File: config.mk
export PLATFORM = sky130hd
export DESIGN_NAME = ssc_speed_setpoint_channel
export DESIGN_NICKNAME = d
export VERILOG_FILES = /design/src/ssc_pkg.sv /design/src/ssc_speed_setpoint_channel.sv
export VERILOG_INCLUDE_DIRS = /design/src
export SDC_FILE = /design/constraint.sdc
export NUM_CORES = 2
export LEC_CHECK = 0
export BUFFER_PORTS_ARGS = -buffer_cell sky130_fd_sc_hd__buf_4
export CELL_PAD_IN_SITES_DETAIL_PLACEMENT = 1
export CELL_PAD_IN_SITES_GLOBAL_PLACEMENT = 1
export CORE_MARGIN = 2
export CORE_UTILIZATION = 40
export DETAILED_ROUTE_END_ITERATION = 7
export HOLD_SLACK_MARGIN = 0.06
export PLACE_DENSITY_LB_ADDON = 0.3
export SETUP_SLACK_MARGIN = 0.05
export SLEW_MARGIN = 20
export SYNTH_ARGS = -nofsm -noshare
export SYNTH_HDL_FRONTEND = slang
export SYNTH_SLANG_ARGS = --single-unit
File: constraint.sdc
create_clock -name clk -period 40.7 [get_ports clk]
set_clock_uncertainty 0.2 [all_clocks]
set_input_delay 6.105 -clock clk [delete_from_list [all_inputs] [get_ports clk]]
set_output_delay 6.105 -clock clk [all_outputs]
set_load 0.03 [all_outputs]
File: src/ssc_defines.svh
/*
 Register offsets, reset values, field positions and timing counts
 of the speed setpoint channel. Assumes a 100 MHz clock.
*/
`ifndef SSC_DEFINES_SVH
`define SSC_DEFINES_SVH

// Byte offsets on APB
`define SSC_OFS_MODE 12'h000
`define SSC_OFS_MAIN_SRC 12'h004
`define SSC_OFS_ADD_SRC 12'h008
`define SSC_OFS_SEL_SRC 12'h00C
`define SSC_OFS_CMD_SRC 12'h010
`define SSC_OFS_MIN 12'h014
`define SSC_OFS_MAX 12'h018
`define SSC_OFS_POS_LIM 12'h01C
`define SSC_OFS_NEG_LIM 12'h020
`define SSC_OFS_UP_MS 12'h024
`define SSC_OFS_DOWN_MS 12'h028
`define SSC_OFS_QS_MS 12'h02C
`define SSC_OFS_STATUS 12'h030
`define SSC_OFS_RAMP 12'h034
`define SSC_OFS_TARGET 12'h038
`define SSC_OFS_FIXED_BASE 12'h040
`define SSC_FIXED_PAGE 6'h01

// Setpoint source code that selects the fixed speeds
`define SSC_SRC_FIXED 16'h0400

// Binary signal source kinds
`define SSC_KIND_ZERO 2'h0
`define SSC_KIND_ONE 2'h1
`define SSC_KIND_DI 2'h2
`define SSC_KIND_FB 2'h3
`define SSC_SRC_W 6

// Field positions in the command source register
`define SSC_CMD_RUN 0
`define SSC_CMD_INV 6
`define SSC_CMD_NEG 12
`define SSC_CMD_POS 18
`define SSC_CMD_QS 24

// Mode register
`define SSC_MODE_DIRECT 1'h1

// Reset values
`define SSC_RST_MODE 1'h1
`define SSC_RST_SRC 16'h0000
`define SSC_RST_SEL 24'h000000
`define SSC_RST_CMD 30'h00000000
`define SSC_RST_MIN 32'h00000000
`define SSC_RST_MAX 32'h000005DC
`define SSC_RST_POS_LIM 32'h00033450
`define SSC_RST_NEG_LIM 32'hFFFCCBB0
`define SSC_RST_UP_MS 32'h00002710
`define SSC_RST_DOWN_MS 32'h00002710
`define SSC_RST_QS_MS 32'h00000000

// Timing
`define SSC_CLK_PERIOD_NS 10
`define SSC_TIME_UNIT_NS 1000000
`define SSC_CYCLES_PER_MS (`SSC_TIME_UNIT_NS / `SSC_CLK_PERIOD_NS)

`endif

File: src/ssc_pkg.sv
/*
 Types of the speed setpoint channel.
 Assumes ssc_defines.svh for all numeric constants.
*/
package ssc_pkg;

    typedef struct packed {
        logic [1:0] kind;
        logic [3:0] index;
    } ssc_src_type;

    typedef struct packed {
        logic settled;
        logic quick_stop;
        logic pos_inhibit;
        logic neg_inhibit;
        logic invert;
        logic run;
        logic overspeed;
    } ssc_flags_type;

    typedef enum logic [1:0] {
        RAMP_HOLD,
        RAMP_AWAY,
        RAMP_TOWARD
    } ssc_ramp_type;

endpackage

File: src/ssc_speed_setpoint_channel.sv
/*
 Speed setpoint channel: fixed speeds, inversion, direction inhibit,
 min/max limiting and ramp-function generator, with APB registers.
 Assumes a 100 MHz clk, synchronous active-low nrst, a fieldbus
 control word and actual speed from logic on the same clock.
*/
// Chosen here: the APB interface to the registers and the address map.
// Operation
// - Sixteen fixed speeds; select bits come from discrete inputs or fieldbus.
// - Main or additional setpoint takes fixed speeds when its source is 1024.
// - Direct mode sums the four fixed values whose select bits are set.
// - Binary mode uses four select bits to index one of sixteen values.
// - Mode value 1 selects direct selection.
// - Select bit 0 enables value one, bit 1 value two; sources configurable.
// - Inversion signal 1 negates the setpoint, 0 passes it.
// - Inversion may come from fieldbus control word bit 11.
// - After reset both directions of rotation are allowed.
// - Inhibit set to 1 blocks its direction, 0 allows it.
// - Inhibit from a binary input blocks negative while input is 1.
// - No steady running below minimum speed; only passed while ramping.
// - Maximum speed, default 1500 rpm, bounds magnitude both directions.
// - Alarm whenever actual speed exceeds the maximum speed.
// - Per-direction limits, defaults 210000 and -210000 rpm, also clamp.
// - Ramp generator limits setpoint rate when accelerating and braking.
// - Maximum speed scales the ramp slope.
// - Ramp-up time, default 10 s, spans zero to maximum speed.
// - Ramp-down time, default 10 s, spans maximum speed to standstill.
// - Quick stop uses its own ramp-down time, default 0 s.
`include "ssc_defines.svh"

module ssc_speed_setpoint_channel
    import ssc_pkg::*;
#(
    parameter int unsigned CYCLES_PER_MS = `SSC_CYCLES_PER_MS
) (
    // Clock and reset
    input wire logic clk,
    input wire logic nrst,
    // APB slave
    input wire logic psel,
    input wire logic penable,
    input wire logic pwrite,
    input wire logic [11:0] paddr,
    input wire logic [31:0] pwdata,
    output logic [31:0] prdata,
    output logic pready,
    output logic pslverr,
    // Control sources
    input wire logic [15:0] discrete_input,
    input wire logic [15:0] fieldbus_ctrl_word,
    input wire logic signed [31:0] actual_speed,
    // Results
    output logic signed [31:0] speed_setpoint,
    output ssc_flags_type status_flags
);

    function automatic logic src_level(input ssc_src_type s,
                                       input logic [15:0] di,
                                       input logic [15:0] cw);
        logic v;
        v = 1'b0;
        case (s.kind)
            `SSC_KIND_ONE: v = 1'b1;
            `SSC_KIND_DI: v = di[s.index];
            `SSC_KIND_FB: v = cw[s.index];
            default: v = 1'b0;
        endcase
        return v;
    endfunction

    function automatic logic [31:0] abs32(input logic signed [31:0] x);
        return x[31] ? 32'(-x) : 32'(x);
    endfunction

    // Configuration registers
    logic mode_reg;
    logic [15:0] main_src_reg;
    logic [15:0] add_src_reg;
    logic [23:0] sel_src_reg;
    logic [29:0] cmd_src_reg;
    logic [31:0] min_reg;
    logic [31:0] max_reg;
    logic signed [31:0] pos_lim_reg;
    logic signed [31:0] neg_lim_reg;
    logic [31:0] up_ms_reg;
    logic [31:0] down_ms_reg;
    logic [31:0] qs_ms_reg;
    logic signed [31:0] fixed_reg [0:15];

    // Bus state
    logic ack_reg;
    logic err_reg;
    logic [31:0] rdata_reg;

    // Discrete input synchroniser
    logic [15:0] di_s1_reg;
    logic [15:0] di_s2_reg;
    logic [15:0] di_s3_reg;
    logic [15:0] di_reg;
    logic [15:0] di_next;

    // Ramp state
    logic signed [31:0] ramp_reg;
    logic signed [31:0] ramp_next;
    logic [47:0] acc_reg;
    logic [47:0] acc_next;
    logic signed [31:0] target;
    ssc_flags_type flags_reg;

    // Bus decode
    wire logic access = psel & penable;
    wire logic first_cycle = access & ~ack_reg;
    wire logic wr_en = access & ack_reg & pwrite & ~err_reg;
    wire logic fixed_hit = (paddr[11:6] == `SSC_FIXED_PAGE);
    wire logic [3:0] fixed_idx = paddr[5:2];
    logic reg_hit;
    logic [31:0] rd_mux;

    always_comb begin
        reg_hit = 1'b1;
        rd_mux = 32'h00000000;
        case (paddr)
            `SSC_OFS_MODE: rd_mux = {31'h00000000, mode_reg};
            `SSC_OFS_MAIN_SRC: rd_mux = {16'h0000, main_src_reg};
            `SSC_OFS_ADD_SRC: rd_mux = {16'h0000, add_src_reg};
            `SSC_OFS_SEL_SRC: rd_mux = {8'h00, sel_src_reg};
            `SSC_OFS_CMD_SRC: rd_mux = {2'h0, cmd_src_reg};
            `SSC_OFS_MIN: rd_mux = min_reg;
            `SSC_OFS_MAX: rd_mux = max_reg;
            `SSC_OFS_POS_LIM: rd_mux = pos_lim_reg;
            `SSC_OFS_NEG_LIM: rd_mux = neg_lim_reg;
            `SSC_OFS_UP_MS: rd_mux = up_ms_reg;
            `SSC_OFS_DOWN_MS: rd_mux = down_ms_reg;
            `SSC_OFS_QS_MS: rd_mux = qs_ms_reg;
            `SSC_OFS_STATUS: rd_mux = {25'h0000000, flags_reg};
            `SSC_OFS_RAMP: rd_mux = ramp_reg;
            `SSC_OFS_TARGET: rd_mux = target;
            default: begin
                reg_hit = fixed_hit & (paddr[1:0] == 2'h0);
                rd_mux = reg_hit ? fixed_reg[fixed_idx] : 32'h00000000;
            end
        endcase
    end

    // One wait state so read data leaves a flip-flop
    assign pready = ack_reg;
    assign pslverr = ack_reg & err_reg;
    assign prdata = rdata_reg;

    always_ff @(posedge clk) begin
        if (!nrst) begin
            ack_reg <= 1'b0;
            err_reg <= 1'b0;
            rdata_reg <= 32'h00000000;
        end else begin
            ack_reg <= first_cycle;
            if (first_cycle) begin
                err_reg <= ~reg_hit;
                rdata_reg <= pwrite ? 32'h00000000 : rd_mux;
            end
        end
    end

    // Read-only locations ignore writes
    always_ff @(posedge clk) begin
        if (!nrst) begin
            mode_reg <= `SSC_RST_MODE;
            main_src_reg <= `SSC_RST_SRC;
            add_src_reg <= `SSC_RST_SRC;
            sel_src_reg <= `SSC_RST_SEL;
            cmd_src_reg <= `SSC_RST_CMD;
            min_reg <= `SSC_RST_MIN;
            max_reg <= `SSC_RST_MAX;
            pos_lim_reg <= `SSC_RST_POS_LIM;
            neg_lim_reg <= `SSC_RST_NEG_LIM;
            up_ms_reg <= `SSC_RST_UP_MS;
            down_ms_reg <= `SSC_RST_DOWN_MS;
            qs_ms_reg <= `SSC_RST_QS_MS;
            for (int i = 0; i < 16; i++) begin
                fixed_reg[i] <= 32'h00000000;
            end
        end else if (wr_en) begin
            case (paddr)
                `SSC_OFS_MODE: mode_reg <= pwdata[0];
                `SSC_OFS_MAIN_SRC: main_src_reg <= pwdata[15:0];
                `SSC_OFS_ADD_SRC: add_src_reg <= pwdata[15:0];
                `SSC_OFS_SEL_SRC: sel_src_reg <= pwdata[23:0];
                `SSC_OFS_CMD_SRC: cmd_src_reg <= pwdata[29:0];
                `SSC_OFS_MIN: min_reg <= pwdata;
                `SSC_OFS_MAX: max_reg <= pwdata;
                `SSC_OFS_POS_LIM: pos_lim_reg <= pwdata;
                `SSC_OFS_NEG_LIM: neg_lim_reg <= pwdata;
                `SSC_OFS_UP_MS: up_ms_reg <= pwdata;
                `SSC_OFS_DOWN_MS: down_ms_reg <= pwdata;
                `SSC_OFS_QS_MS: qs_ms_reg <= pwdata;
                default: begin
                    if (fixed_hit) begin
                        fixed_reg[fixed_idx] <= pwdata;
                    end
                end
            endcase
        end
    end

    // A bit moves only when stages two and three agree
    assign di_next = (di_s2_reg & ~(di_s2_reg ^ di_s3_reg))
                   | (di_reg & (di_s2_reg ^ di_s3_reg));

    always_ff @(posedge clk) begin
        if (!nrst) begin
            di_s1_reg <= 16'h0000;
            di_s2_reg <= 16'h0000;
            di_s3_reg <= 16'h0000;
            di_reg <= 16'h0000;
        end else begin
            di_s1_reg <= discrete_input;
            di_s2_reg <= di_s1_reg;
            di_s3_reg <= di_s2_reg;
            di_reg <= di_next;
        end
    end

    // Fixed speed selection
    logic [3:0] sel_bits;
    logic signed [31:0] direct_term [0:3];

    genvar g;
    generate
        for (g = 0; g < 4; g++) begin : sel_gen
            assign sel_bits[g] = src_level(sel_src_reg[6*g +: 6], di_reg,
                                           fieldbus_ctrl_word);
            assign direct_term[g] = sel_bits[g] ? fixed_reg[g] : 32'sh0;
        end
    endgenerate

    // Sum wraps at 32 bits; values are expected to stay well inside
    wire logic signed [31:0] direct_sum = direct_term[0] + direct_term[1]
                                        + direct_term[2] + direct_term[3];
    wire logic signed [31:0] binary_val = fixed_reg[sel_bits];
    wire logic signed [31:0] fixed_out =
        (mode_reg == `SSC_MODE_DIRECT) ? direct_sum : binary_val;

    // Other setpoint sources are not part of this block and read as zero
    wire logic signed [31:0] main_val =
        (main_src_reg == `SSC_SRC_FIXED) ? fixed_out : 32'sh0;
    wire logic signed [31:0] add_val =
        (add_src_reg == `SSC_SRC_FIXED) ? fixed_out : 32'sh0;
    wire logic signed [31:0] total = main_val + add_val;

    // Command signals
    wire logic run_on = src_level(cmd_src_reg[`SSC_CMD_RUN +: 6], di_reg,
                                  fieldbus_ctrl_word);
    wire logic invert_on = src_level(cmd_src_reg[`SSC_CMD_INV +: 6], di_reg,
                                     fieldbus_ctrl_word);
    wire logic neg_inh = src_level(cmd_src_reg[`SSC_CMD_NEG +: 6], di_reg,
                                   fieldbus_ctrl_word);
    wire logic pos_inh = src_level(cmd_src_reg[`SSC_CMD_POS +: 6], di_reg,
                                   fieldbus_ctrl_word);
    wire logic qs_on = src_level(cmd_src_reg[`SSC_CMD_QS +: 6], di_reg,
                                 fieldbus_ctrl_word);

    // Setpoint processing chain
    wire logic signed [31:0] inv_val = invert_on ? 32'(-total) : total;
    wire logic blocked = (neg_inh & inv_val[31])
                       | (pos_inh & ~inv_val[31] & (inv_val != 32'sh0));
    wire logic signed [31:0] dir_val = blocked ? 32'sh0 : inv_val;

    // Below minimum: push out to the minimum on an allowed side
    wire logic below_min = abs32(dir_val) < min_reg;
    wire logic go_neg = dir_val[31] | ((dir_val == 32'sh0) & pos_inh);
    wire logic both_inh = neg_inh & pos_inh;
    wire logic signed [31:0] min_val =
        ~below_min ? dir_val :
        both_inh ? 32'sh0 :
        go_neg ? 32'(-$signed(min_reg)) : $signed(min_reg);

    wire logic signed [31:0] max_pos = $signed(max_reg);
    wire logic signed [31:0] max_neg = 32'(-$signed(max_reg));
    wire logic signed [31:0] hi_lim =
        (max_pos < pos_lim_reg) ? max_pos : pos_lim_reg;
    wire logic signed [31:0] lo_lim =
        (max_neg > neg_lim_reg) ? max_neg : neg_lim_reg;
    wire logic signed [31:0] lim_val =
        (min_val > hi_lim) ? hi_lim :
        (min_val < lo_lim) ? lo_lim : min_val;

    assign target = (run_on & ~qs_on) ? lim_val : 32'sh0;

    // Ramp generator: one rpm step whenever the slope accumulator
    // passes the span; fast enough for any real ramp at one rpm/cycle
    ssc_ramp_type ramp_dir;
    logic [31:0] time_ms;
    logic [47:0] span;
    logic [47:0] acc_sum;

    always_comb begin
        if (ramp_reg == target) begin
            ramp_dir = RAMP_HOLD;
        end else if ((target > ramp_reg) ? ~ramp_reg[31] :
                     (ramp_reg[31] | (ramp_reg == 32'sh0))) begin
            ramp_dir = RAMP_AWAY;
        end else begin
            ramp_dir = RAMP_TOWARD;
        end
    end

    always_comb begin
        case (ramp_dir)
            RAMP_AWAY: time_ms = up_ms_reg;
            RAMP_TOWARD: time_ms = qs_on ? qs_ms_reg : down_ms_reg;
            default: time_ms = down_ms_reg;
        endcase
    end

    assign span = 48'(time_ms) * 48'(CYCLES_PER_MS);
    assign acc_sum = acc_reg + 48'(max_reg);

    always_comb begin
        ramp_next = ramp_reg;
        acc_next = 48'h000000000000;
        if (ramp_dir != RAMP_HOLD) begin
            if (span == 48'h000000000000) begin
                ramp_next = target;
            end else if (acc_sum >= span) begin
                ramp_next = (target > ramp_reg) ? 32'(ramp_reg + 32'sh1)
                                                : 32'(ramp_reg - 32'sh1);
                acc_next = (acc_sum - span >= span) ? 48'(span - 48'h1)
                                                    : 48'(acc_sum - span);
            end else begin
                acc_next = acc_sum;
            end
        end
    end

    always_ff @(posedge clk) begin
        if (!nrst) begin
            ramp_reg <= 32'sh0;
            acc_reg <= 48'h000000000000;
        end else begin
            ramp_reg <= ramp_next;
            acc_reg <= acc_next;
        end
    end

    // Overspeed alarm and status
    always_ff @(posedge clk) begin
        if (!nrst) begin
            flags_reg <= '0;
        end else begin
            flags_reg <= '{settled: ramp_next == target, quick_stop: qs_on,
                           pos_inhibit: pos_inh, neg_inhibit: neg_inh,
                           invert: invert_on, run: run_on,
                           overspeed: abs32(actual_speed) > max_reg};
        end
    end

    assign speed_setpoint = ramp_reg;
    assign status_flags = flags_reg;

endmodule

* Word-level counts from Yosys, hierarchy flattened
Memory sizes are Yosys's and may differ from the RTL's.
Index checks and enable logic that the tools add are counted.
** Word-level totals
- Logic and storage cells :: 250
- Bits in writable memories :: 512
- Memories :: 1
- Flip-flop bits (word level) :: 496
- Output and inout port bits :: 73
- Input bits :: 113
** Memories
- fixed_reg :: depth 16, width 32, read ports 6, clocked after memory_dff 0, write ports 16, RTL line ssc_speed_setpoint_channel.sv:88 : logic signed [31:0] fixed_reg [0:15];
** Operators by class
- Multiply operators :: 1
- Bitwise logic cells :: 29
- $add $sub $neg :: 14
- Magnitude comparators :: 18
- Eq/ne operators :: 48
- Reduce and logical (&&, ||, !) cells :: 23
- Multiplexer cells :: 88
** Operators by type and width (count)
- 32-bit two-way mux :: 27
- 32-bit one-hot mux with 15 select lines :: 1
- 32-bit negation :: 5
- 32-bit adder :: 4
- 32-bit > comparator :: 4
- 48-bit greater-or-equal comparator :: 2
- 32-bit < comparator :: 3
- 48-bit two-way mux :: 2
- 12-bit by 6-bit == test with 1-bit output (second input constant) :: 7
- 1-bit binary-select mux with 4-bit select :: 18
- 32-bit == test :: 2
- 32-bit logical NOT :: 2
- 32-bit one-hot mux with 2 select lines :: 1
- 48-bit by 32-bit adder with 48-bit output :: 1
- 12-bit by 5-bit == test with 1-bit output (second input constant) :: 4
- 48-bit logical NOT :: 1
- 48-bit by 1-bit subtractor with 48-bit output (second input constant) :: 1
- 48-bit subtractor :: 1
- 4-bit by 5-bit < comparator with 1-bit output (second input constant) :: 9
- 32-bit by 12-bit multiplier with 43-bit output (second input constant) :: 1
- 2-bit == test (second input constant) :: 19
- 32-bit by 2-bit adder with 32-bit output (second input constant) :: 1
- 16-bit bitwise AND :: 2
- 16-bit by 11-bit == test with 1-bit output (second input constant) :: 2
- 24 further kinds :: 101

* Logic depth before layout (Yosys ltp)
- Depth in word-level cells :: 39
- Depth in mapped cells :: 163
- Mapped depth without buffers :: 148

* Worst setup path before layout
OpenSTA, ideal clock, no wires.
- Path type :: input port to flip-flop
- From :: input port fieldbus_ctrl_word[15]
- To :: register flags_reg (netlist bit status_flags[6])
- Stages on the path :: 145
- Path slack :: 4.175 ns
- Data arrival time :: 36.252 ns
- Required time :: 40.427 ns
- Setup time :: 0.073 ns
- Path through :: mux4_2 > mux4_2 > nor2b_1 > a21oi_1 > clkbuf_1 > clkbuf_1 > clkbuf_1 > clkbuf_1 > and2_1 > fa_1 > inv_1 > fa_1 > inv_1 > ha_1 > a21o_1 > a21oi_1 > o21bai_1 > a21oi_1 > (+109 left out) > clkbuf_1 > ha_1 > nand4_1 > nor2_1 > nand2_1 > nor4_1 > nand3_1 > o21ai_0 > a21o_1 > clkbuf_1 > nand2_1 > a211oi_1 > o21ai_0 > a32o_1 > or4_1 > or4b_1 > or4_1 > nor3_2
** On the way
- Word-level cells in the longest chain between the ends :: 39
- Elaborated cells on any way between the ends :: 83
- Classes of those cells :: 6 x add/sub; 1 x mul; 5 x order compare; 4 x eq/ne; 52 x mux; 10 x bitwise; 4 x reduce/logical; 1 x memory
** RTL lines
- start, declared :: RTL line ssc_speed_setpoint_channel.sv:50 : input wire logic [15:0] fieldbus_ctrl_word,
- parallel branches: the longest is 38 deep, another holds 32-bit adder
- 32-bit == test (*) :: RTL line ssc_speed_setpoint_channel.sv:350 : flags_reg <= '{settled: ramp_next == target, quick_stop: qs_on,
- end signal, assigned :: RTL line ssc_speed_setpoint_channel.sv:350
- end, declared :: RTL line ssc_speed_setpoint_channel.sv:108 : ssc_flags_type flags_reg;
Mark *: on every way between the ends. The select of a mux whose other input is x is not followed.
A chain may end at the register's enable or synchronous reset.

* Worst setup path in the final report
- From :: input port fieldbus_ctrl_word[13]
- To :: register flags_reg (netlist bit status_flags[6])
The elaborated chain is that of the path after synthesis.

==> out/metrics.yaml <==
clocking:
  htreeDepth: 3
  clk-insertion-delay-late_ns: 0.83
  cts_sinks: 1008
  hold_buffers: 0
  cts_buffer_depth: 3
  cts_tree: "built"
  cts_buffers: 117
  clk_pin_slew_ns: 0.06
  root_buffer: "clkbuf_16"
grt:
  grt_pass1_wl_um: 559400
  grt_pass1_vias: 76760
  grt_max_degree: 178
  antenna_found_initial: 39
  grt_use_total_pct: 36.63
  overflow: 0
setup_path:
  crit_end: "status_flags[6]"
  worst_path_most_repeated_cell: "a21o_1"
  crit_path_end_kind: "flip-flop"
  critPathLaunch: "fieldbus_ctrl_word[13]"
  worstSetupPathType: "in -> reg"
  required_ns: 41.23
  worst_r2r_path_depth: 140
  r2r-end: "status_flags[6]"
  max_stage_delay_ns: 0.58
  critPathArrivalTime_ns: 39.58
  cp_max_fo: 23
  rrSetupSlack_ns: 5.88
  cp_slowest_cell: "mux4_2"
  reg2reg_from: "sel_src_reg[6]"
  cp-start-kind: "input port"
timing:
  worst_pin_slew_ns: 1.297
  final.setup.tns_ns: 0
  hold_viol: 0
  fin_crit_ns: 39.05
  relSlewSlack_pct: 13.51
  fmax_ghz: 0.02561
  slew_violations: 0
  setup_violations: 0
  rsz0062_at_grt: "false"
  final.setup.worst_slack_ns: 1.650
  whs_ns: 0.2334
  fin_crit_sh_pct: 95.94
synthesis:
  syn_inst: 8939
  synth.net_count: 9827
  synth-edff-count: 512
  ys_seq_elements: 1008
  synth_area_leaders: "edfxtp_1 (19%), dfxtp_1 (12%), mux4_2 (10%)"
  synth_warnings: 0
  ys_async_sr_fraction_pct: 0
  syn_area_sq_mm: 0.08214
  yosysMostFrequentCell: "nand2_1"
  yosysSeqAreaShare_pct: 30.81
  synth_cell_type_count: 110
  synth_top_area_cell: "edfxtp_1"
  synth_common_cells: "nand2_1 (1061), a21oi_1 (695), and2_1 (651), ha_1 (613), inv_1 (596)"
  synth_ff_type: "edfxtp_1"
  avgSynthCellArea_sq_um: 9.189
  synth_top_area_share_pct: 18.72
finish:
  largest_reg_flops: 512
  final_cells: 11700
  syn_to_final_growth_pct: 10.96
  drive_gt1_share_pct: 13.34
  fillers: 23310
  fin_nets: 9778
  multi_input_area_sq_mm: 0.05304
  seqCellArea_sq_mm: 0.02531
placed_design:
  gp_congestion: 1.007
  dp.cells: 11450
  post-place-ws_ns: -0.4599
  dp_hpwl_um: 293300
  portBuffers: 185
run_status:
  outcome: "finished, final reports clean"
power_and_ir_drop:
  p_leak_uw: 0.03617
  peakVddDrop_uv: 51.87
  p_per_area_mw_per_mm2: 32.62
floorplanning:
  ios: 186
  core_area_sq_mm: 0.2044
  die_area_sq_mm: 0.2090
  start_util_pct: 40.19
  die_h_um: 457.1
  rows: 166
  die_w_um: 457.1
hold_path:
  hold_path.class: "reg -> reg"
route:
  vias_per_cell: 6.504
  ant_nets: 0
  post-route-drc-count: 0
  wl_per_cell_um: 33.53
  vias: 76070
  firstDrtPassIters: 7
  drtIter0Drc: 9651
  routed_wl_um: 392200
run:
  cap_viol_max_count: 0
critical path: cells and delay by family:
family                   cells  cell delay, ns
AO/OA/AOI/OAI               67           14.57
multiplexers                 5            2.08
buffers and inverters       12            2.03
XOR/XNOR                     5            1.07
AND/OR/NAND/NOR             36            7.87
adder cells (fa/ha/maj)     15            5.71
layout make-up:
class	instances	share of cell area (%)
Antenna cell	16	0.04393
Clock buffer	154	3.530
Clock inverter	66	0.7111
Inverter	597	2.467
Multi-Input combinational cell	6756	58.20
Sequential cell	1008	27.77
Tap cell	2688	3.690
Timing Repair Buffer	410	3.591
metal layers:
metal	routed length (um)	vias up	part of all wire (%)	GRT usage [%]
li1	-	32180	-	-
met1	151600	38480	39	46.86
met2	171800	4339	44	56.07
met3	41690	1055	11	8.999
met4	26810	20	6.8	21.53
met5	200	-	0.051	0
metrics by stage:
step / power [uW] / util, % / instance area [sq um]
global route: 3074 / 44.58 / 91110
floorplan: 1570 / - / 82140
CTS: 2968 / 44.44 / 90820
global placement: 1864 / 42.51 / 86890
finish: 2973 / 44.59 / 91140
detailed placement: 1882 / 42.55 / 86960
layout by cell type, fill, tap and decap left out, types with 56 or more instances in the layout:
| cell | count |
|---|---|
| o211ai_1 | 77 |
| fa_1 | 162 |
| a21oi_1 | 690 |
| and3_1 | 59 |
| xnor2_1 | 294 |
| nor3_1 | 144 |
| clkbuf_16 | 117 |
| o21a_1 | 56 |
| a221oi_1 | 71 |
| nor2_1 | 459 |
| a22oi_1 | 117 |
| inv_1 | 596 |
| o22ai_1 | 87 |
| mux2i_1 | 112 |
| nand2_1 | 1059 |
| a211oi_1 | 67 |
| edfxtp_1 | 512 |
| nand4_1 | 114 |
| buf_4 | 395 |
| xor2_1 | 98 |
| ha_1 | 613 |
| and2_1 | 651 |
| dfxtp_1 | 495 |
| o21ai_0 | 291 |
| mux4_2 | 364 |
| nor4_1 | 58 |
| mux2_2 | 57 |
| nand3_1 | 112 |
| nor2b_1 | 107 |
| a21o_1 | 148 |
where the power goes:
part,internal [uW],switching (uW),leakage [uW]
clock network,608,489,0.00190
registers,1080,13.4,0.00934
logic,277,502,0.0249
repair_timing:
item,in CTS,in global routing
gates resized for setup,0,39
setup buffers,0,8
endpoints found under the setup margin,0,81
worst min-delay path by stage:
| stage | startpoint | to | cells after the start |
|---|---|---|---|
| floorplan | di_s1_reg[0] | di_s2_reg[0] | 1 |
| global placement | di_s1_reg[13] | di_s2_reg[13] | 1 |
| detailed placement | di_s1_reg[9] | di_s2_reg[9] | 1 |
| CTS | di_s1_reg[9] | di_s2_reg[9] | 1 |
| global route | di_s1_reg[9] | di_s2_reg[9] | 1 |
| finish | di_s1_reg[9] | di_s2_reg[9] | 1 |
kinds of logic (layout without fill, tap and decap cells):
kind of cell / after synthesis / in the layout / share of synthesized area, %
XOR/XNOR: 398 / 398 / 4.279
AND/OR/NAND/NOR: 3033 / 3033 / 18.21
adder cells (fa/ha/maj): 775 / 775 / 13.29
multiplexers: 538 / 538 / 12.20
flip-flops: 1008 / 1008 / 30.81
other: 0 / 16 / 0
buffers and inverters: 1175 / 1227 / 5.423
AO/OA/AOI/OAI: 2012 / 2012 / 15.80
(Power assumes the default switching activity.)
